<file path="src/include/eio_pkg.sv">
// Shared constants and types for the extended I/O bus master
package eio_pkg;

  // Bus clock divisors selected by the power-on strap
  localparam logic [2:0] EIO_DIV_SLOW = 3'h4;
  localparam logic [2:0] EIO_DIV_FAST = 3'h3;
  // Bus clock high time in host clocks, both divisors
  localparam logic [2:0] EIO_CLK_HIGH = 3'h2;

  // Supported bus clock rates, kHz
  localparam int EIO_BCLK_KHZ_LO = 6250;
  localparam int EIO_BCLK_KHZ_MID = 7500;
  localparam int EIO_BCLK_KHZ_HI = 8333;

  // Cycle phase lengths in bus clocks
  localparam logic [2:0] EIO_CMD_CLKS = 3'h4;
  localparam logic [2:0] EIO_ZWS_CMD_CLKS = 3'h2;

  // Pin values after reset and during DMA
  localparam logic [1:0] EIO_ADDR_HI_RST = 2'h3;
  localparam logic [7:0] EIO_ADDR_BYTE_RST = 8'h00;
  localparam logic [7:0] EIO_DATA_BYTE_RST = 8'h00;
  localparam logic [15:0] EIO_RDATA_RST = 16'h0000;

  typedef enum logic [1:0] {
    EIO_CMD_IO_RD,
    EIO_CMD_IO_WR,
    EIO_CMD_MEM_RD,
    EIO_CMD_MEM_WR
  } eio_cmd_e;

  typedef enum logic [1:0] {
    EIO_IDLE,
    EIO_ADDR,
    EIO_STROBE,
    EIO_RECOV
  } eio_state_e;

endpackage : eio_pkg

</file>
<file path="src/rtl/eio_clk_div.sv">
// Bus clock divider with power-on divisor strap
`timescale 1ns/1ps
module eio_clk_div
  import eio_pkg::*;
(
  // Clock, reset, enable
  input wire logic i_sys_clk,
  input wire logic i_rstn,
  input wire logic i_ce,
  // Power and host reset
  input wire logic i_power_good,
  input wire logic i_host_bus_reset_n,
  // Bus clock pin
  input wire logic i_bus_clock_in,
  output logic o_bus_clock_out,
  output logic o_bus_clock_oe,
  output logic o_bus_clock_pullup_en,
  // Divider state
  output logic o_tick,
  output logic [2:0] o_div
);

  logic pg_q;
  logic [2:0] div;
  logic [2:0] cnt;
  logic clk_out;
  logic pullup_en;

  wire pg_rise = i_power_good & ~pg_q;
  wire cnt_wrap = (cnt == div - 3'h1);
  wire [2:0] next_cnt = (~pg_q | cnt_wrap) ? 3'h0 : cnt + 3'h1;

  always_ff @(posedge i_sys_clk or negedge i_rstn) begin
    if (!i_rstn) begin
      pg_q <= 1'b0;
      div <= EIO_DIV_SLOW;
      cnt <= 3'h0;
      clk_out <= 1'b0;
      pullup_en <= 1'b1;
    end else if (i_ce) begin
      pg_q <= i_power_good;
      if (pg_rise) begin
        div <= i_bus_clock_in ? EIO_DIV_SLOW : EIO_DIV_FAST;
      end
      cnt <= next_cnt;
      clk_out <= i_power_good & (next_cnt < EIO_CLK_HIGH);
      if (pg_q && i_host_bus_reset_n) begin
        pullup_en <= 1'b0;
      end
    end
  end

  assign o_bus_clock_out = clk_out;
  assign o_bus_clock_oe = pg_q;
  assign o_bus_clock_pullup_en = pullup_en;
  assign o_tick = pg_q & cnt_wrap & i_ce;
  assign o_div = div;

endmodule : eio_clk_div

</file>
<file path="src/rtl/eio_pin_drive.sv">
// Registered address, data and direction pin drivers
`timescale 1ns/1ps
module eio_pin_drive
  import eio_pkg::*;
(
  // Clock, reset, enable
  input wire logic i_sys_clk,
  input wire logic i_rstn,
  input wire logic i_ce,
  input wire logic i_host_bus_reset_n,
  // Current cycle
  input wire logic i_active,
  input wire logic i_data_phase,
  input wire logic i_dma,
  input wire logic i_mem,
  input wire logic i_write,
  input wire logic [17:0] i_addr,
  input wire logic [15:0] i_wdata,
  // Pins
  output logic [7:0] o_addr_lo,
  output logic [1:0] o_addr_hi,
  output logic [7:0] o_disk_data_hi,
  output logic o_disk_data_hi_oe,
  output logic [7:0] o_data_lo,
  output logic o_data_lo_oe,
  output logic o_xcvr_direction
);

  wire dma_data = i_active & i_dma & i_data_phase;
  wire [7:0] next_addr_lo = i_dma ? EIO_ADDR_BYTE_RST : i_addr[7:0];
  wire [7:0] next_addr_mid = i_dma ? EIO_ADDR_BYTE_RST : i_addr[15:8];
  wire [1:0] next_addr_hi =
    (i_active & i_mem & ~i_dma) ? i_addr[17:16] : EIO_ADDR_HI_RST;
  wire [7:0] next_dd_hi = dma_data ? i_wdata[15:8] : next_addr_mid;
  wire next_dd_hi_oe = i_host_bus_reset_n & ~(dma_data & ~i_write);
  wire next_data_lo_oe = i_host_bus_reset_n & i_active & i_write;
  wire next_dir = ~(i_active & i_data_phase & ~i_write);

  always_ff @(posedge i_sys_clk or negedge i_rstn) begin
    if (!i_rstn) begin
      o_addr_lo <= EIO_ADDR_BYTE_RST;
      o_addr_hi <= EIO_ADDR_HI_RST;
      o_disk_data_hi <= EIO_ADDR_BYTE_RST;
      o_disk_data_hi_oe <= 1'b0;
      o_data_lo <= EIO_DATA_BYTE_RST;
      o_data_lo_oe <= 1'b0;
      o_xcvr_direction <= 1'b1;
    end else if (i_ce) begin
      if (i_active) begin
        o_addr_lo <= next_addr_lo;
        o_disk_data_hi <= next_dd_hi;
        o_data_lo <= i_wdata[7:0];
      end
      o_addr_hi <= next_addr_hi;
      o_disk_data_hi_oe <= next_dd_hi_oe;
      o_data_lo_oe <= next_data_lo_oe;
      o_xcvr_direction <= next_dir;
    end
  end

endmodule : eio_pin_drive

</file>
<file path="src/rtl/eio_bus_master.sv">
// Extended I/O bus master: cycle sequencer, strobes and pin control
`timescale 1ns/1ps
module eio_bus_master
  import eio_pkg::*;
(
  // Clock, reset, enable
  input wire logic i_sys_clk,
  input wire logic i_rstn,
  input wire logic i_ce,
  // Power and host reset
  input wire logic i_power_good,
  input wire logic i_host_bus_reset_n,
  // Bus clock pin
  input wire logic i_bus_clock_in,
  output logic o_bus_clock_out,
  output logic o_bus_clock_oe,
  output logic o_bus_clock_pullup_en,
  // Slave handshakes
  input wire logic i_channel_ready_in,
  input wire logic i_no_wait_n,
  // Command strobes
  output logic o_io_read_strobe_n,
  output logic o_io_write_strobe_n,
  output logic o_mem_read_strobe_n,
  output logic o_mem_write_strobe_n,
  // Address pins
  output logic [7:0] o_system_addr_lo,
  output logic [1:0] o_system_addr_hi,
  // Shared disk data pins, upper address or upper data
  input wire logic [7:0] i_disk_data_hi,
  output logic [7:0] o_disk_data_hi,
  output logic o_disk_data_hi_oe,
  // Low data byte
  input wire logic [7:0] i_system_data_bus,
  output logic [7:0] o_system_data_bus,
  output logic o_system_data_bus_oe,
  // Transceiver direction
  output logic o_xcvr_direction,
  // Request port
  input wire logic i_req_valid,
  output logic o_req_ready,
  input wire eio_cmd_e i_req_cmd,
  input wire logic i_req_dma,
  input wire logic [17:0] i_req_addr,
  input wire logic [15:0] i_req_wdata,
  // Answer port
  output logic o_rsp_valid,
  output logic [15:0] o_rsp_rdata,
  // Divider status
  output logic [2:0] o_clk_div
);

  //////////////////////////////////////////////////////////////////////////
  // Bus clock generation

  logic tick;

  eio_clk_div u_clk_div (
    .i_sys_clk(i_sys_clk),
    .i_rstn(i_rstn),
    .i_ce(i_ce),
    .i_power_good(i_power_good),
    .i_host_bus_reset_n(i_host_bus_reset_n),
    .i_bus_clock_in(i_bus_clock_in),
    .o_bus_clock_out(o_bus_clock_out),
    .o_bus_clock_oe(o_bus_clock_oe),
    .o_bus_clock_pullup_en(o_bus_clock_pullup_en),
    .o_tick(tick),
    .o_div(o_clk_div)
  );

  //////////////////////////////////////////////////////////////////////////
  // Latched request

  eio_state_e state;
  eio_state_e next_state;
  eio_cmd_e cmd;
  logic dma;
  logic [17:0] addr;
  logic [15:0] wdata;
  logic [2:0] clk_cnt;
  logic addr_new;
  logic [15:0] rdata;
  logic rsp_valid;
  logic io_rd_n;
  logic io_wr_n;
  logic mem_rd_n;
  logic mem_wr_n;

  // Command decode
  wire cmd_io_rd = (cmd == EIO_CMD_IO_RD);
  wire cmd_io_wr = (cmd == EIO_CMD_IO_WR);
  wire cmd_mem_rd = (cmd == EIO_CMD_MEM_RD);
  wire cmd_mem_wr = (cmd == EIO_CMD_MEM_WR);

  // Request decode
  wire idle = (state == EIO_IDLE);
  wire take = idle & i_req_valid & i_host_bus_reset_n & i_ce;
  wire is_mem = cmd_mem_rd | cmd_mem_wr;
  wire is_write = cmd_io_wr | cmd_mem_wr;
  wire active = ~idle;
  // Pins turn with the strobe, not one clock after it
  wire data_phase = (next_state == EIO_STROBE) & i_host_bus_reset_n;

  assign o_req_ready = idle & i_host_bus_reset_n & i_ce;

  //////////////////////////////////////////////////////////////////////////
  // Cycle length decode

  // Strobe clocks completed including the one ending now
  wire [2:0] clk_done = clk_cnt + 3'h1;
  wire full_len = (clk_done >= EIO_CMD_CLKS);
  wire zws_len = ~i_no_wait_n & (clk_done >= EIO_ZWS_CMD_CLKS);
  // Wait states while the slave holds channel ready low
  wire slave_ready = i_channel_ready_in;
  wire strobe_end = tick & slave_ready & (full_len | zws_len);

  // First strobe waits until the address pins have settled
  wire addr_done = tick & ~addr_new;

  //////////////////////////////////////////////////////////////////////////
  // Cycle sequencer

  always_comb begin
    next_state = state;
    case (state)
      EIO_IDLE: begin
        if (take) begin
          next_state = EIO_ADDR;
        end
      end
      EIO_ADDR: begin
        if (addr_done) begin
          next_state = EIO_STROBE;
        end
      end
      EIO_STROBE: begin
        if (strobe_end) begin
          next_state = EIO_RECOV;
        end
      end
      EIO_RECOV: begin
        if (tick) begin
          next_state = EIO_IDLE;
        end
      end
      default: begin
        next_state = EIO_IDLE;
      end
    endcase
  end

  always_ff @(posedge i_sys_clk or negedge i_rstn) begin
    if (!i_rstn) begin
      state <= EIO_IDLE;
    end else if (i_ce) begin
      if (!i_host_bus_reset_n) begin
        state <= EIO_IDLE;
      end else begin
        state <= next_state;
      end
    end
  end

  // Strobe clock counter, stops counting at EIO_CMD_CLKS - 1
  always_ff @(posedge i_sys_clk or negedge i_rstn) begin
    if (!i_rstn) begin
      clk_cnt <= 3'h0;
    end else if (i_ce) begin
      if (state != EIO_STROBE) begin
        clk_cnt <= 3'h0;
      end else if (tick && !full_len) begin
        clk_cnt <= clk_done;
      end
    end
  end

  // Request capture
  always_ff @(posedge i_sys_clk or negedge i_rstn) begin
    if (!i_rstn) begin
      cmd <= EIO_CMD_IO_RD;
    end else if (take) begin
      cmd <= i_req_cmd;
    end
  end

  always_ff @(posedge i_sys_clk or negedge i_rstn) begin
    if (!i_rstn) begin
      dma <= 1'b0;
    end else if (take) begin
      dma <= i_req_dma;
    end
  end

  always_ff @(posedge i_sys_clk or negedge i_rstn) begin
    if (!i_rstn) begin
      addr <= 18'h00000;
    end else if (take) begin
      addr <= i_req_addr;
    end
  end

  always_ff @(posedge i_sys_clk or negedge i_rstn) begin
    if (!i_rstn) begin
      wdata <= 16'h0000;
    end else if (take) begin
      wdata <= i_req_wdata;
    end
  end

  //////////////////////////////////////////////////////////////////////////
  // Address setup

  // Set for the one host clock after a request is taken
  always_ff @(posedge i_sys_clk or negedge i_rstn) begin
    if (!i_rstn) begin
      addr_new <= 1'b0;
    end else if (i_ce) begin
      addr_new <= take;
    end
  end

  //////////////////////////////////////////////////////////////////////////
  // Command strobes

  // Strobe asserts for the whole strobe phase of its command
  wire strobe_on = (next_state == EIO_STROBE) & i_host_bus_reset_n;
  wire next_io_rd_n = ~(strobe_on & cmd_io_rd);
  wire next_io_wr_n = ~(strobe_on & cmd_io_wr);
  wire next_mem_rd_n = ~(strobe_on & cmd_mem_rd);
  wire next_mem_wr_n = ~(strobe_on & cmd_mem_wr);

  // One short register per strobe
  always_ff @(posedge i_sys_clk or negedge i_rstn) begin
    if (!i_rstn) begin
      io_rd_n <= 1'b1;
    end else if (i_ce) begin
      io_rd_n <= next_io_rd_n;
    end
  end

  always_ff @(posedge i_sys_clk or negedge i_rstn) begin
    if (!i_rstn) begin
      io_wr_n <= 1'b1;
    end else if (i_ce) begin
      io_wr_n <= next_io_wr_n;
    end
  end

  always_ff @(posedge i_sys_clk or negedge i_rstn) begin
    if (!i_rstn) begin
      mem_rd_n <= 1'b1;
    end else if (i_ce) begin
      mem_rd_n <= next_mem_rd_n;
    end
  end

  always_ff @(posedge i_sys_clk or negedge i_rstn) begin
    if (!i_rstn) begin
      mem_wr_n <= 1'b1;
    end else if (i_ce) begin
      mem_wr_n <= next_mem_wr_n;
    end
  end

  assign o_io_read_strobe_n = io_rd_n;
  assign o_io_write_strobe_n = io_wr_n;
  assign o_mem_read_strobe_n = mem_rd_n;
  assign o_mem_write_strobe_n = mem_wr_n;

  //////////////////////////////////////////////////////////////////////////
  // Read data capture and answer

  // Upper byte is meaningful only for DMA reads
  wire [7:0] rd_hi = dma ? i_disk_data_hi : EIO_DATA_BYTE_RST;
  wire rd_done = (state == EIO_STROBE) & strobe_end & ~is_write;
  wire cycle_done = (state == EIO_RECOV) & tick;

  always_ff @(posedge i_sys_clk or negedge i_rstn) begin
    if (!i_rstn) begin
      rdata <= EIO_RDATA_RST;
    end else if (i_ce && rd_done) begin
      rdata <= {rd_hi, i_system_data_bus};
    end
  end

  // Answer pulse for reads and writes alike
  always_ff @(posedge i_sys_clk or negedge i_rstn) begin
    if (!i_rstn) begin
      rsp_valid <= 1'b0;
    end else if (i_ce) begin
      rsp_valid <= cycle_done & i_host_bus_reset_n;
    end
  end

  assign o_rsp_valid = rsp_valid;
  assign o_rsp_rdata = rdata;

  //////////////////////////////////////////////////////////////////////////
  // Address, data and direction pins

  eio_pin_drive u_pin_drive (
    .i_sys_clk(i_sys_clk),
    .i_rstn(i_rstn),
    .i_ce(i_ce),
    .i_host_bus_reset_n(i_host_bus_reset_n),
    .i_active(active),
    .i_data_phase(data_phase),
    .i_dma(dma),
    .i_mem(is_mem),
    .i_write(is_write),
    .i_addr(addr),
    .i_wdata(wdata),
    .o_addr_lo(o_system_addr_lo),
    .o_addr_hi(o_system_addr_hi),
    .o_disk_data_hi(o_disk_data_hi),
    .o_disk_data_hi_oe(o_disk_data_hi_oe),
    .o_data_lo(o_system_data_bus),
    .o_data_lo_oe(o_system_data_bus_oe),
    .o_xcvr_direction(o_xcvr_direction)
  );

endmodule : eio_bus_master

</file>
<file path="config.mk">
export PLATFORM = sky130hd
export DESIGN_NAME = eio_bus_master
export DESIGN_NICKNAME = d
export VERILOG_FILES = /design/src/include/eio_pkg.sv /design/src/rtl/eio_clk_div.sv /design/src/rtl/eio_pin_drive.sv /design/src/rtl/eio_bus_master.sv
export SDC_FILE = /design/constraint.sdc
export NUM_CORES = 1
export LEC_CHECK = 0
export BUFFER_PORTS_ARGS = -buffer_cell sky130_fd_sc_hd__buf_2
export CORE_AREA = 2 2 91 93
export CTS_CLUSTER_SIZE = 12
export DETAILED_ROUTE_END_ITERATION = 16
export DIE_AREA = 0 0 93 95
export GPL_TIMING_DRIVEN = 0
export PLACE_DENSITY = 0.85
export SETUP_SLACK_MARGIN = 0.4
export SYNTH_ARGS = -nofsm -noshare
export SYNTH_HDL_FRONTEND = slang
export SYNTH_SLANG_ARGS = --single-unit
export TNS_END_PERCENT = 20
</file>
<file path="constraint.sdc">
create_clock -name i_sys_clk -period 3.6 [get_ports i_sys_clk]
set_input_delay 0.18 -clock i_sys_clk [delete_from_list [all_inputs] [get_ports i_sys_clk]]
set_output_delay 0.18 -clock i_sys_clk [all_outputs]
set_load 0.005 [all_outputs]
</file>
# ---- Word-level counts from Yosys, hierarchy flattened
# Index checks and enable logic that the tools add are counted.
dict set report totals {
  register_bits 102
  out_inout_bits 57
  wordCells 114
}
dict set report classes {
  add_sub_neg 3
  n_eq_ne 9
  n_bitwise 48
  magnitude_cmp 3
  n_reduce_logical 11
  muxes 15
}
# operator n
set op_table {}
lappend op_table {{1-bit AND} 32}
lappend op_table {{8-bit 2-to-1 mux} 4}
lappend op_table {{2-bit 2-to-1 mux} 6}
lappend op_table {{3-bit 2-to-1 mux} 4}
lappend op_table {{1-bit inverter} 12}
lappend op_table {{2-bit == test, second input constant} 5}
lappend op_table {{2-bit case mux with 4 select lines} 1}
lappend op_table {{2-bit AND reduction} 4}
lappend op_table {{3-bit by 1-bit adder with 3-bit output, second input constant} 2}
lappend op_table {{2-bit by 1-bit == test with 1-bit output, second input constant} 2}
lappend op_table {{2-bit logical NOT} 2}
lappend op_table {{1-bit bitwise OR} 4}
lappend op_table {{3-bit == test} 1}
lappend op_table {{3-bit by 2-bit >= comparator with 1-bit output, second input constant} 1}
lappend op_table {{3-bit >= comparator, second input constant} 1}
lappend op_table {{1-bit logical AND} 3}
lappend op_table {{3-bit by 2-bit < comparator with 1-bit output, second input constant} 1}
lappend op_table {{3-bit by 1-bit subtractor with 3-bit output, second input constant} 1}
lappend op_table {{2-bit != test, second input constant} 1}
lappend op_table {{2-bit nonzero test} 1}
lappend op_table {{1-bit logical NOT} 1}

# ---- Logic depth before layout (Yosys ltp)
# Gate-level depths: netlist of the first run.
dict set report depth {
  word_depth 14
  ltp_mapped 8
  ltp_nobuf 6
}

# ---- Cells and area by module
# A second synthesis of the first run with hierarchy kept.
dict set report hier_totals {
  cells_unflattened 354
  area_unflattened_um2 4327.9
}
# mod n_inst area_per_inst_um2 cells_per_inst
set modules_own_cells {}
lappend modules_own_cells {eio_bus_master 1 2582.5 191}
lappend modules_own_cells {eio_pin_drive 1 1335.0 123}
lappend modules_own_cells {eio_clk_div 1 410.4 40}

# ---- Worst setup path after synthesis of the first run
# Ideal clock, no wire load.
dict set report synth_path {
  kind {register -> register}
  from {register u_clk_div.div[2] (netlist: u_clk_div.o_div[2])}
  to {register rdata[0] (netlist: o_rsp_rdata[0])}
  required_ns 3.475
  t_arrival_ns 2.092
  stages_incl_launch_ff 7
  synth_period_minus_slack_ns 2.217
  setup_slack_ns 1.383
  path_cell_list {dfstp_2 xnor2_1 mux2_4 nor2_2 nor4b_4 buf_6 mux2_4}
}
dict set report synth_via {
  elab_chain_cells 9
}
# item line_no
set synth_rtl {}
lappend synth_rtl {{from (decl)} eio_clk_div.sv:24} ;# logic [2:0] div;
lappend synth_rtl {{from (signal assigned)} eio_clk_div.sv:43} ;# div <= i_bus_clock_in ? EIO_DIV_SLOW : EIO_DIV_FAST;
lappend synth_rtl {{3-bit by 1-bit subtractor with 3-bit output} eio_clk_div.sv:30} ;# wire cnt_wrap = (cnt == div - 3'h1);
lappend synth_rtl {{3-bit == test} eio_clk_div.sv:30}
lappend synth_rtl {{1-bit AND (2 in series)} eio_clk_div.sv:56} ;# assign o_tick = pg_q & cnt_wrap & i_ce;
lappend synth_rtl {{1-bit AND (2 in series)} eio_bus_master.sv:116} ;# wire strobe_end = tick & slave_ready & (full_len | zws_len);
lappend synth_rtl {{1-bit AND (2 in series)} eio_bus_master.sv:276} ;# wire rd_done = (state == EIO_STROBE) & strobe_end & ~is_write;
lappend synth_rtl {{1-bit logical AND} eio_bus_master.sv:282} ;# end else if (i_ce && rd_done) begin
lappend synth_rtl {{to (signal assigned)} eio_bus_master.sv:283} ;# rdata <= {rd_hi, i_system_data_bus};
lappend synth_rtl {{to (decl)} eio_bus_master.sv:83} ;# logic [15:0] rdata;
# No other way between the ends.
# A chain may end at the register's enable or synchronous reset.

# ---- Final worst setup path of the first run
# Same ends and word-level chain as after synthesis.

==> summary.txt, run 1 <==
Min path
  • HP Class: in -> reg

Final layout
  • Leading cell type in the layout, fill and taps excluded: buf_2
  • ANT cells: 0
  • Non-filler instance count after layout: 570
  • Number of nets in the layout: 524
  • Area taken by flip-flops and latches: 2539 um2
  • Area overhead of the layout relative to synthesis: 22.32%
  • Number of fillers in the final layout: 631
  • Layout cell share with drive strength beyond 1: 44.95%
  • Most frequent cells in the layout: 117 x buf_2, 92 x dfrtp_1, 53 x mux2_2
  • Multi-input gate area: 1584 um2

Clock network
  • Number of buffers on the longest clock path: 2
  • Clock transition time at the flip-flop clock pins of the worst setup and hold paths: 0.10 ns
  • Number of setup buffers added after CTS: 0
  • Clock sink count: 101
  • TritonCTS clock tree: built
  • Cts bufs inserted: 9
  • Number of H-tree levels: 3
  • Worst-skew pair later-pin latency: 0.36 ns
  • Clock Root Buffer: clkbuf_8

Route
  • 1st-iter DRT viols: 98
  • Routed length on met1: 3.646 mm
  • Met3 layer wire length in the routed design: 633 um
  • Remaining DRCs: 0
  • Uppermost signal routing layer after detailed routing: met4
  • Number of detailed-routing iterations run before antenna repair: 7
  • Number of vias after detailed routing: 3009
  • DR WL met2: 4.484 mm
  • Via density: 5.279
  • Antenna Violating Nets Remaining: 0
  • Post-DR wirelength/cell: 15.52 um
  • Total length of routed wires: 8.846 mm

Timing
  • Sum of negative setup slack: 0 ns
  • Final cycle utilization of the critical path: 67.81%
  • Final number of hold-violating endpoints: 0
  • Maximum clock rate: 0.4097 GHz
  • Clock period minus worst slack: 2.441 ns
  • Worst slew pin tran: 0.6184 ns
  • Headroom to the max-slew limit: 58.78%
  • Final setup viols: 0
  • Setup repair after global routing missed its margin: no
  • Final-report max-slew violation count: 0
  • Worst Clk Skew: 0.01003 ns

Floorplanning
  • Number of top-level pins: 119
  • Core footprint: 7928 um2
  • Initial Util: 53.68%
  • Die W: 93 um
  • Vert. Die Dim: 95 um
  • Full die area: 8835 um2
  • Number of rows in the core area: 33

Power and ir drop
  • Proportion of power drawn by flip-flops and latches: 55.1%
  • Sw Ratio: 28.49%
  • Worst supply voltage drop on vdd: 0.3936 mV
  • Logic gate share of total power: 20.2%
  • Leak: 2.501 nW
  • Clock Power Share: 24.7%
  • P_int: 1.930 mW
  • Pwr/cell area: 518.5 nW/um2
  • Net switching power: 768.8 uW

Critical path
  • Crit-path max FO: 10
  • Crit path required time: 3.85 ns
  • Kind of capture point of the worst setup path: flip-flop
  • Crit Path Category: reg -> reg
  • Worst setup SP type: flip-flop
  • Worst endpoint data arrival time: 2.69 ns

GRT
  • All-Layer GR Usage: 21.63%
  • Via count of the first global-routing pass: 3091
  • Maximum number of pins on one net before global-route repair: 54
  • First-pass GRT wire length: 14.63 mm
  • Remaining global-route overflow: 0
  • Initial antenna violation count: 0

Yosys
  • Gate count after technology mapping: 329
  • Post-Syn Area: 4255 um2
  • Synth Area per Inst: 12.93 um2
  • Cell taking the most area after synthesis: dfrtp_1
  • Dominant cells by area after synthesis: dfrtp_1 54%, mux2_2 14%, dfstp_2 5.6%
  • Number of unique standard cell types used by synthesis: 41
  • Number of synthesized flops with an enable pin: 0
  • Share of the synthesized area in the top cell type: 54.10%
  • Number of storage elements in the synthesis netlist: 101
  • Sequential cell area fraction in the yosys report: 59.66%
  • Synthesized netlist net count: 393
  • Primary FF master, synth: dfrtp_1
  • Warnings, synthesis: 0
  • Async set or reset register ratio after synthesis: 100.0%

Place
  • Dpl hpwl: 6.596 mm
  • GPL Wtd Cong: 0.8110
  • Dpl cells: 552
  • Port Buffer Count: 117

Status
  • Status: complete, no violations

Job
  • Max-cap viol count: 0
## power groups by stage
stage | clock network [mW] | logic, mW | registers, mW
after floorplan | 0 | 0.292 | 1.49
after global placement | 0 | 0.527 | 1.49
after CTS | 0.694 | 0.557 | 1.48
final | 0.667 | 0.545 | 1.49
after global routing | 0.746 | 0.618 | 1.51
after detailed placement | 0 | 0.556 | 1.50
## cells in the mapped netlist (all sizes together) (5+ instances only)
cell	n
clkbuf	13
nor3b	9
dfstp	9
o21ai	15
buf	5
inv	14
mux2	56
mux2i	10
o2bb2ai	6
dfrtp	92
nand2	26
nor3	5
a21oi	7
nand2b	10
a221o	8
nor2	16
## routing by layer
layer  up-vias  global-route usage, %
li1       1413                      -
met1      1493                  25.78
met2        97                  37.38
met3         6                  8.220
met4         0                  5.147
met5         -                      0
## sequential cells by signal, summed over array words and instances (netlist names), 2 cells and up
name	cells
addr	18
o_rsp_rdata	16
wdata	16
u_pin_drive.o_addr_lo	8
u_pin_drive.o_data_lo	8
u_pin_drive.o_disk_data_hi	8
clk_cnt	3
u_clk_div.cnt	3
cmd	2
state	2
u_clk_div.o_div	2
u_pin_drive.o_addr_hi	2
## path summary, 6_finish.rpt
check	start	end	slack, ns	cells after the start
hold reg to reg	u_pin_drive.o_addr_lo[7]$_DFFE_PN0P_	u_pin_drive.o_addr_lo[7]$_DFFE_PN0P_	0.48	2
max in group asynchronous	i_rstn	u_pin_drive.o_addr_lo[5]$_DFFE_PN0P_	2.58	3
hold / removal	i_req_wdata[0]	wdata[0]$_DFFE_PN0P_	0.04	2
min in group asynchronous	i_rstn	o_rsp_rdata[2]$_DFFE_PN0P_	0.38	2
setup / recovery	u_clk_div.o_div[2]$_DFFE_PN1P_	o_rsp_rdata[0]$_DFFE_PN0P_	1.16	6
setup reg to reg	u_clk_div.o_div[2]$_DFFE_PN1P_	o_rsp_rdata[0]$_DFFE_PN0P_	1.16	6
## timing repair
item	4_1_cts	5_1_grt
hold endpoints to repair	40	0
gates resized for setup	0	0
hold buffers	2	0
## logic make-up after synthesis
group                      Yosys count  share of synthesized area (%)
buffers and inverters               32                          3.117
adders and majority gates            2                         0.5880
xor gates and xnor gates             4                         0.8234
and+or+nand+nor                     78                          10.50
DFF                                101                          59.66
muxes                               66                          17.44
AOI/OAI and AO/OA                   46                          7.880
## critical path, stage by stage (launching register included)
cell	delay, ns
dfstp_2	0.56
xnor2_1	0.14
mux2_4	0.37
nor2_2	0.18
nor4b_4	0.51
buf_6	0.25
mux2_4	0.31
## final cells by class
cell class	instances	share of cell area (%)
multi-input combinational	196	30.43
timing repair buffer	120	12.21
clock inverter	6	1.058
clock buffer	10	2.452
tap	105	2.524
inverter	14	1.010
sequential	101	48.77
buffer	18	1.538
## stage by stage
step	cell area [um2]	hold WS, ns	setup WS (ns)	total power, mW	utilization, %
floorplan	4255	-0.1156	1.383	1.784	-
global placement	4972	0.3689	1.205	2.016	62.72
detailed placement	5002	0.2373	1.151	2.059	63.10
CTS	5205	0.01984	1.123	2.736	65.66
global route	5205	0.008406	1.071	2.877	65.66
finish	5205	0.03652	1.159	2.699	65.66
Power figures use the tool's default switching activity.
==> inputs of run 2 (changes only) <==
--- a/config.mk
+++ b/config.mk
@@ -6,12 +6,12 @@
 export NUM_CORES = 1
 export LEC_CHECK = 0
 export BUFFER_PORTS_ARGS = -buffer_cell sky130_fd_sc_hd__buf_2
-export CORE_AREA = 2 2 91 93
+export CORE_AREA = 2 2 94 96
 export CTS_CLUSTER_SIZE = 12
 export DETAILED_ROUTE_END_ITERATION = 16
-export DIE_AREA = 0 0 93 95
+export DIE_AREA = 0 0 96 98
 export GPL_TIMING_DRIVEN = 0
-export PLACE_DENSITY = 0.85
+export PLACE_DENSITY = 0.8
 export SETUP_SLACK_MARGIN = 0.4
 export SYNTH_ARGS = -nofsm -noshare
 export SYNTH_HDL_FRONTEND = slang
==> constraint.sdc (replaced) <==
create_clock -name i_sys_clk -period 2.36 [get_ports i_sys_clk]
set_input_delay 0.118 -clock i_sys_clk [delete_from_list [all_inputs] [get_ports i_sys_clk]]
set_output_delay 0.118 -clock i_sys_clk [all_outputs]
set_load 0.005 [all_outputs]
==> run 2 against run 1 <==
Effect of this change:
- clock power up 59%
- power up 57%
- largest cell class unchanged
- sequential share of layout area down 5.6 points
- worst setup slack worse by 0.85 ns
- utilization up 3.9 points
- critical path type unchanged
- sequential power up 52%
==> summary.txt, run 2 (synthesis gave the netlist of run 1 again) <==
GRT
  • First-pass GRT wire length: 16.18 mm (+11%)
  • Maximum number of pins on one net before global-route repair: 53 (-1.9%)
  • All-Layer GR Usage: 22.10% (+0.46 points)
  • Via count of the first global-routing pass: 3415 (+10%)
  • Remaining global-route overflow: 0 (unchanged)
  • Initial antenna violation count: 0 (unchanged)

Critical path
  • Worst path cell trace: xnor2_2, mux2_4, nor2_4, nor4b_4, buf_6, mux2_4
  • Crit path required time: 2.61 ns (-1.24 ns)
  • Crit Path Category: reg -> reg
  • Crit-path max FO: 6 (-4)
  • Worst setup SP type: flip-flop
  • Kind of capture point of the worst setup path: flip-flop
  • Worst endpoint data arrival time: 2.30 ns (-0.39 ns)
  • CP max stage cell: dfstp_2
  • Buffers and inverters on the worst path: 1 (unchanged)
  • R2R Setup Slk: 0.31 ns (-0.85 ns)
  • Worst path max stage delay: 0.56 ns (about the same)
  • Crit Reg-Reg Startpoint: u_clk_div.o_div[2]$_DFFE_PN1P_
  • Crit path max-delay family: multiplexers
  • End of the worst register-to-register path: o_rsp_rdata[5]$_DFFE_PN0P_
  • Number of cells on the worst reg-to-reg path: 6 (unchanged)
  • Critical Path Most Common Cell: mux2_4

Place
  • Dpl hpwl: 6.502 mm (-1.4%)
  • Port Buffer Count: 117 (unchanged)
  • GPL Wtd Cong: 0.8350 (+3.0%)
  • Post-Place Worst Slack: 0.006784 ns (-1.144 ns)
  • Cell area after placement: 5019 um2 (+0.33%)

Timing
  • Hold slack: 0.01162 ns (-0.02491 ns)
  • Final setup margin: 0.3067 ns (-0.8522 ns)
  • Final number of hold-violating endpoints: 0 (unchanged)
  • Setup repair after global routing missed its margin: yes
  • Final-report max-slew violation count: 0 (unchanged)
  • Maximum clock rate: 0.4870 GHz (+19%)
  • Worst slew pin tran: 0.6447 ns (+0.02637 ns)
  • Final setup viols: 0 (unchanged)
  • Sum of negative setup slack: 0 ns (unchanged)
  • Clock period minus worst slack: 2.053 ns (-0.3878 ns)
  • Final cycle utilization of the critical path: 87.00% (+19 points)
  • Headroom to the max-slew limit: 57.02% (-1.8 points)
  • Worst Clk Skew: 0.01225 ns (+0.002220 ns)

Power and ir drop
  • Sw Ratio: 28.34% (-0.15 points)
  • Worst supply voltage drop on vdd: 0.5333 mV (+36%)
  • Leak: 2.804 nW (+12%)
  • Clock Power Share: 24.9% (+0.2 points)
  • Net switching power: 1.202 mW (+56%)
  • Proportion of power drawn by flip-flops and latches: 53.4% (-1.7 points)
  • P_int: 3.038 mW (+57%)
  • Power after layout: 4.240 mW (+57%)
  • Logic gate share of total power: 21.7% (+1.5 points)
  • Pwr/cell area: 720.3 nW/um2 (+39%)

Floorplanning
  • Die W: 96 um (+3.2%)
  • Core footprint: 8466 um2 (+6.8%)
  • Initial Util: 50.27% (-3.4 points)
  • Number of rows in the core area: 34 (+3.0%)
  • Vert. Die Dim: 98 um (+3.2%)
  • Full die area: 9408 um2 (+6.5%)
  • Number of top-level pins: 119 (unchanged)

Status
  • Status: complete, no violations

Final layout
  • ANT cells: 0 (unchanged)
  • Final Instance Area: 5887 um2 (+13%)
  • Leading cell type in the layout, fill and taps excluded: buf_2
  • Number of fillers in the final layout: 628 (-0.48%)
  • Largest register by flop count: addr
  • Area overhead of the layout relative to synthesis: 38.34%
  • Number of nets in the layout: 585 (+12%)
  • Flip-flop count of the largest register after layout: 18 (unchanged)
  • Most frequent cells in the layout: 118 x buf_2, 92 x dfrtp_1, 54 x dlygate4sd3_1
  • Layout cell share with drive strength beyond 1: 42.97% (-2.0 points)

Clock network
  • Cts bufs inserted: 9 (unchanged)
  • Clock transition time at the flip-flop clock pins of the worst setup and hold paths: 0.10 ns (about the same)
  • Clock sink count: 101 (unchanged)
  • Clock Root Buffer: clkbuf_8
  • Number of buffers on the longest clock path: 2 (unchanged)
  • TritonCTS clock tree: built
  • Worst-skew pair later-pin latency: 0.37 ns (about the same)
  • Number of H-tree levels: 3 (unchanged)

Min path
  • WHS Endpoint: o_rsp_rdata[15]$_DFFE_PN0P_
  • Min-Delay Path Depth: 3 (+1)
  • HP Class: in -> reg
  • Startpoint of the lowest-slack hold path: i_disk_data_hi[7]

Job
  • Max-cap viol count: 0 (unchanged)

Route
  • 1st-iter DRT viols: 59 (-40%)
  • Via density: 5.254 (-0.47%)
  • Number of detailed-routing iterations run before antenna repair: 4 (-3)
  • Total length of routed wires: 9.935 mm (+12%)
  • Post-DR wirelength/cell: 15.67 um (+0.97%)
  • Antenna Violating Nets Remaining: 0 (unchanged)
  • Remaining DRCs: 0 (unchanged)
  • Number of vias after detailed routing: 3331 (+11%)
-- run 2: cell types whose count changed in the layout (fill, tap and decap cells not counted), moves of 2 or more --
cell           change
dlygate4sd3_1     +52
mux2_2             -6
mux2_4             +6
buf_4              +5
clkbuf_1           -5
clkbuf_2           +4
buf_12             +2
buf_6              +2
-- run 2: power groups by stage --
| stage | clock [mW] | combinational (mW) | sequential (mW) |
|---|---|---|---|
| 6_report | 1.06 | 0.920 | 2.26 |
| 5_1_grt | 1.14 | 1.02 | 2.31 |
| 4_1_cts | 1.07 | 0.926 | 2.26 |
| 3_5_place_dp | 0 | 0.852 | 2.29 |
| 3_3_place_gp | 0 | 0.809 | 2.28 |
| 2_1_floorplan | 0 | 0.450 | 2.28 |
-- run 2: final cells by class --
type	count	area [um2]	area share [%]
buffer	18	86.33	1.467
inverter	14	52.55	0.8927
multi-input combinational	196	1627	27.63
tap	108	135.1	2.295
clock inverter	6	53.80	0.9139
clock buffer	10	137.6	2.338
timing repair buffer	181	1256	21.34
sequential	101	2539	43.12
-- run 2: tightest hold or removal path: stages --
cell     delay [ns]
buf_2          0.10
nand2_1        0.06
mux2i_1        0.07
-- run 2: worst max path at each step --
stage | start | endpoint | slack, ns | cells after the start
3_5_place_dp | u_clk_div.o_div[2]$_DFFE_PN1P_ | u_pin_drive.o_disk_data_hi[6]$_DFFE_PN0P_ | 0.007 | 5
2_1_floorplan | u_clk_div.o_div[2]$_DFFE_PN1P_ | o_rsp_rdata[0]$_DFFE_PN0P_ | 0.20 | 6
6_report | u_clk_div.o_div[2]$_DFFE_PN1P_ | o_rsp_rdata[5]$_DFFE_PN0P_ | 0.31 | 6
5_1_grt | u_clk_div.o_div[2]$_DFFE_PN1P_ | o_rsp_rdata[5]$_DFFE_PN0P_ | 0.25 | 6
4_1_cts | u_clk_div.o_div[2]$_DFFE_PN1P_ | o_rsp_rdata[5]$_DFFE_PN0P_ | 0.27 | 6
3_3_place_gp | u_clk_div.o_div[2]$_DFFE_PN1P_ | o_rsp_rdata[1]$_DFFE_PN0P_ | 0.04 | 6
-- run 2: through the flow --
| stage | instances | utilization (%) |
|---|---|---|
| detailed placement | 555 | 59.28 |
| finish | 634 | 69.54 |
| floorplan | 329 | - |
| global placement | 554 | 58.93 |
| CTS | 631 | 69.20 |
| global route | 634 | 69.54 |
-- run 2: timing repair --
item	CTS	global route
endpoints found under the setup margin	76	54
hold endpoints to repair	91	2
hold buffers	52	2
pin swaps	5	2
buffers inserted	8	1
resized for setup	13	3
-- run 2: metal layers --
| metal | GRT usage (%) | wire (um) |
|---|---|---|
| met5 | 0 | 0 |
| met4 | 6.923 | 201 |
| met3 | 3.781 | 493 |
| met2 | 39.16 | 5162 |
| met1 | 27.06 | 4077 |
==> inputs of run 3 (changes only) <==
--- a/config.mk
+++ b/config.mk
@@ -5,15 +5,17 @@
 export SDC_FILE = /design/constraint.sdc
 export NUM_CORES = 1
 export LEC_CHECK = 0
+export ABC_AREA = 1
 export BUFFER_PORTS_ARGS = -buffer_cell sky130_fd_sc_hd__buf_2
-export CORE_AREA = 2 2 94 96
+export CORE_AREA = 2 2 96 98
 export CTS_CLUSTER_SIZE = 12
 export DETAILED_ROUTE_END_ITERATION = 16
-export DIE_AREA = 0 0 96 98
+export DIE_AREA = 0 0 98 100
 export GPL_TIMING_DRIVEN = 0
 export PLACE_DENSITY = 0.8
 export SETUP_SLACK_MARGIN = 0.4
 export SYNTH_ARGS = -nofsm -noshare
 export SYNTH_HDL_FRONTEND = slang
+export SYNTH_HIERARCHICAL = 1
 export SYNTH_SLANG_ARGS = --single-unit
 export TNS_END_PERCENT = 20
==> run 3 against run 2 <==
Effect of this change:
- worst setup slack worse by 0.16 ns
- die area rose by 4.2%
- hold slack improved by 0.014 ns
- cell area rose by 4.0%
- critical path type unchanged
- critical endpoint is now u_pin_drive/o_disk_data_hi[2]$_DFFE_PN0P_
- largest cell class unchanged
==> summary.txt, run 3 <==
Status
  • Status: complete, no violations

Critical path
  • Worst setup SP type: flip-flop
  • Kind of capture point of the worst setup path: flip-flop
  • Critical Path Most Common Cell: nand2_2
  • CP max stage cell: dfstp_2
  • Crit-path max FO: 5 (-1)
  • Worst endpoint data arrival time: 2.50 ns (+0.20 ns)
  • Crit Path Category: reg -> reg
  • Worst path max stage delay: 0.57 ns (about the same)
  • Worst path cell trace: inv_2, nand2_2, nand2_2, nand2_2, nand3_4, nor3_4, nand2_2, a21oi_2, nand3_2, nor2_4, nand3_4, nor2_2, nor2_1, nor2_1
  • Crit path required time: 2.64 ns (+0.03 ns)

Timing
  • Worst Clk Skew: 0.01349 ns (+0.001244 ns)
  • Final-report max-slew violation count: 0 (unchanged)
  • Clock period minus worst slack: 2.215 ns (+0.1622 ns)
  • Final cycle utilization of the critical path: 93.88% (+6.9 points)
  • Headroom to the max-slew limit: 63.94% (+6.9 points)
  • Sum of negative setup slack: 0 ns (unchanged)
  • Final setup viols: 0 (unchanged)
  • Hold slack: 0.02585 ns (+0.01424 ns)
  • Worst slew pin tran: 0.5408 ns (-0.1039 ns)
  • Setup repair after global routing missed its margin: yes
  • Maximum clock rate: 0.4514 GHz (-7.3%)
  • Final number of hold-violating endpoints: 0 (unchanged)

Final layout
  • Flip-flop count of the largest register after layout: 18 (unchanged)
  • Area overhead of the layout relative to synthesis: 37.08%
  • Layout cell share with drive strength beyond 1: 38.21% (-4.8 points)
  • Number of fillers in the final layout: 673 (+7.2%)
  • ANT cells: 0 (unchanged)
  • Largest register by flop count: addr
  • Most frequent cells in the layout: 120 x nand2_1, 118 x buf_2, 92 x dfrtp_1
  • Leading cell type in the layout, fill and taps excluded: nand2_1
  • Number of nets in the layout: 695 (+19%)

Route
  • Via density: 4.925 (-6.3%)
  • Post-DR wirelength/cell: 14.97 um (-4.4%)
  • Total length of routed wires: 11.19 mm (+13%)
  • Antenna Violating Nets Remaining: 0 (unchanged)
  • 1st-iter DRT viols: 167 (+180%)
  • Number of vias after detailed routing: 3679 (+10%)
  • Remaining DRCs: 0 (unchanged)
  • Number of detailed-routing iterations run before antenna repair: 4 (unchanged)

Floorplanning
  • Die W: 98 um (+2.1%)
  • Core footprint: 8890 um2 (+5.0%)
  • Full die area: 9800 um2 (+4.2%)
  • Vert. Die Dim: 100 um (+2.0%)
  • Number of rows in the core area: 35 (+2.9%)
  • Initial Util: 50.22% (about the same)
  • Number of top-level pins: 119 (unchanged)

Clock network
  • Clock sink count: 101 (unchanged)
  • TritonCTS clock tree: built
  • Clock Root Buffer: clkbuf_8
  • Number of buffers on the longest clock path: 2 (unchanged)
  • Number of H-tree levels: 3 (unchanged)
  • Worst-skew pair later-pin latency: 0.35 ns (-0.02 ns)
  • Cts bufs inserted: 9 (unchanged)
  • Clock transition time at the flip-flop clock pins of the worst setup and hold paths: 0.10 ns (about the same)

GRT
  • First-pass GRT wire length: 17.84 mm (+10%)
  • Maximum number of pins on one net before global-route repair: 63 (+19%)
  • Initial antenna violation count: 0 (unchanged)
  • Via count of the first global-routing pass: 3751 (+9.8%)
  • Remaining global-route overflow: 0 (unchanged)
  • All-Layer GR Usage: 22.65% (+0.55 points)

Yosys
  • Warnings, synthesis: 6 (+6)
  • Primary FF master, synth: dfrtp_1
  • Most common library cells after synthesis: 125 x nand2_1, 92 x dfrtp_1, 57 x nor2_1
  • Sequential cell area fraction in the yosys report: 56.87% (-2.8 points)
  • Cell taking the most area after synthesis: dfrtp_1
  • Share of the synthesized area in the top cell type: 51.57% (-2.5 points)
  • Dominant cells by area after synthesis: dfrtp_1 52%, mux2_4 12%, nand2_1 11%
  • Number of synthesized flops with an enable pin: 0 (unchanged)
  • Gate count after technology mapping: 438 (+33%)
  • Number of unique standard cell types used by synthesis: 30 (-27%)
  • Async set or reset register ratio after synthesis: 100.0% (unchanged)
  • Post-Syn Area: 4464 um2 (+4.9%)
  • Number of storage elements in the synthesis netlist: 101 (unchanged)
  • Count leader, synth: nand2_1
  • Synthesized netlist net count: 502 (+28%)
  • Synth Area per Inst: 10.19 um2 (-21%)

Job
  • Max-cap viol count: 0 (unchanged)

Power and ir drop
  • Worst supply voltage drop on vdd: 0.6067 mV (+14%)
  • Leak: 3.235 nW (+15%)
  • Pwr/cell area: 798.1 nW/um2 (+11%)
  • Power after layout: 4.884 mW (+15%)

Place
  • GPL Wtd Cong: 0.7611 (-8.9%)
  • Dpl hpwl: 6.850 mm (+5.4%)
  • Port Buffer Count: 118 (+0.85%)

Min path
  • HP Class: in -> reg
run 3: area by class of cell:
| type | instances | area (um2) | area share [%] |
|---|---|---|---|
| plain buffers | 16 | 145.1 | 2.372 |
| clock buffers | 11 | 131.4 | 2.147 |
| clock inverters | 5 | 61.31 | 1.002 |
| inverters | 33 | 131.4 | 2.147 |
| multi-input cells | 289 | 1759 | 28.75 |
| flip-flops and latches | 101 | 2539 | 41.48 |
| well taps | 111 | 138.9 | 2.269 |
| repair buffers | 181 | 1214 | 19.83 |
run 3: critical path, delay by kind of cell (launching register included):
kind / cells / cell delay (ns)
DFF: 1 / 0.57
buffers and inverters: 1 / 0.04
AOI/OAI and AO/OA: 1 / 0.17
and+or+nand+nor: 12 / 1.36
run 3: stage by stage:
step / setup slack, ns / cell area [um2] / utilization [%] / cells
finish: 0.1445 / 6120 / 68.84 / 747
detailed placement: 0.05652 / 5250 / 59.06 / 668
global route: 0.0003606 / 6120 / 68.84 / 747
global placement: 0.1178 / 5220 / 58.72 / 667
floorplan: 0.3793 / 4491 / - / 438
CTS: 0.1356 / 5996 / 67.45 / 738
run 3: cell families (layout without fill, tap and decap cells):
family / Yosys count / count (layout) / share of synthesized area (%)
buf+inv: 49 / 246 / 6.138
xor+xnor: 1 / 1 / 0.1962
compound gates: 33 / 33 / 3.924
mux: 35 / 35 / 11.77
fa+ha+maj: 2 / 2 / 0.5604
flops: 101 / 101 / 56.87
simple gates: 217 / 218 / 20.54
run 3: layer usage:
metal / vias up / global-route usage (%) / share of wire [%]
met2: 107 / 39.67 / 52
met3: 15 / 4.735 / 4.4
met4: 0 / 6.090 / 1.5
met5: - / 0 / 0
li1: 1769 / - / -
met1: 1788 / 28.85 / 42
run 3: final timing paths:
kind,start,endpoint,slack (ns),cells after the start
max,u_clk_div/o_div[2]$_DFFE_PN1P_,u_pin_drive/o_disk_data_hi[2]$_DFFE_PN0P_,0.14,14
min,i_req_cmd[1],cmd[1]$_DFFE_PN0P_,0.03,3
max reg2reg,u_clk_div/o_div[2]$_DFFE_PN1P_,u_pin_drive/o_disk_data_hi[2]$_DFFE_PN0P_,0.14,14
min reg2reg,u_clk_div/o_bus_clock_pullup_en$_DFFE_PN1P_,u_clk_div/o_bus_clock_pullup_en$_DFFE_PN1P_,0.46,2
max in group asynchronous,i_rstn,o_io_write_strobe_n$_DFFE_PN1P_,1.32,3
min in group asynchronous,i_rstn,u_pin_drive/o_addr_lo[0]$_DFFE_PN0P_,0.29,2
run 3: report_power, final:
| part | switching [mW] | internal [mW] | total [mW] |
|---|---|---|---|
| Combinational | 0.630 | 0.722 | 1.35 |
| Clock | 0.602 | 0.496 | 1.10 |
| Sequential | 0.272 | 2.16 | 2.43 |
| Total | 1.50 | 3.38 | 4.88 |
run 3: what timing repair did:
item	CTS	global route
buffers inserted	7	4
setup endpoints to repair	30	35
endpoints found under the hold margin	82	5
gates resized for setup	7	13
gates cloned	1	0
hold buffers	46	5
pin swaps	9	11
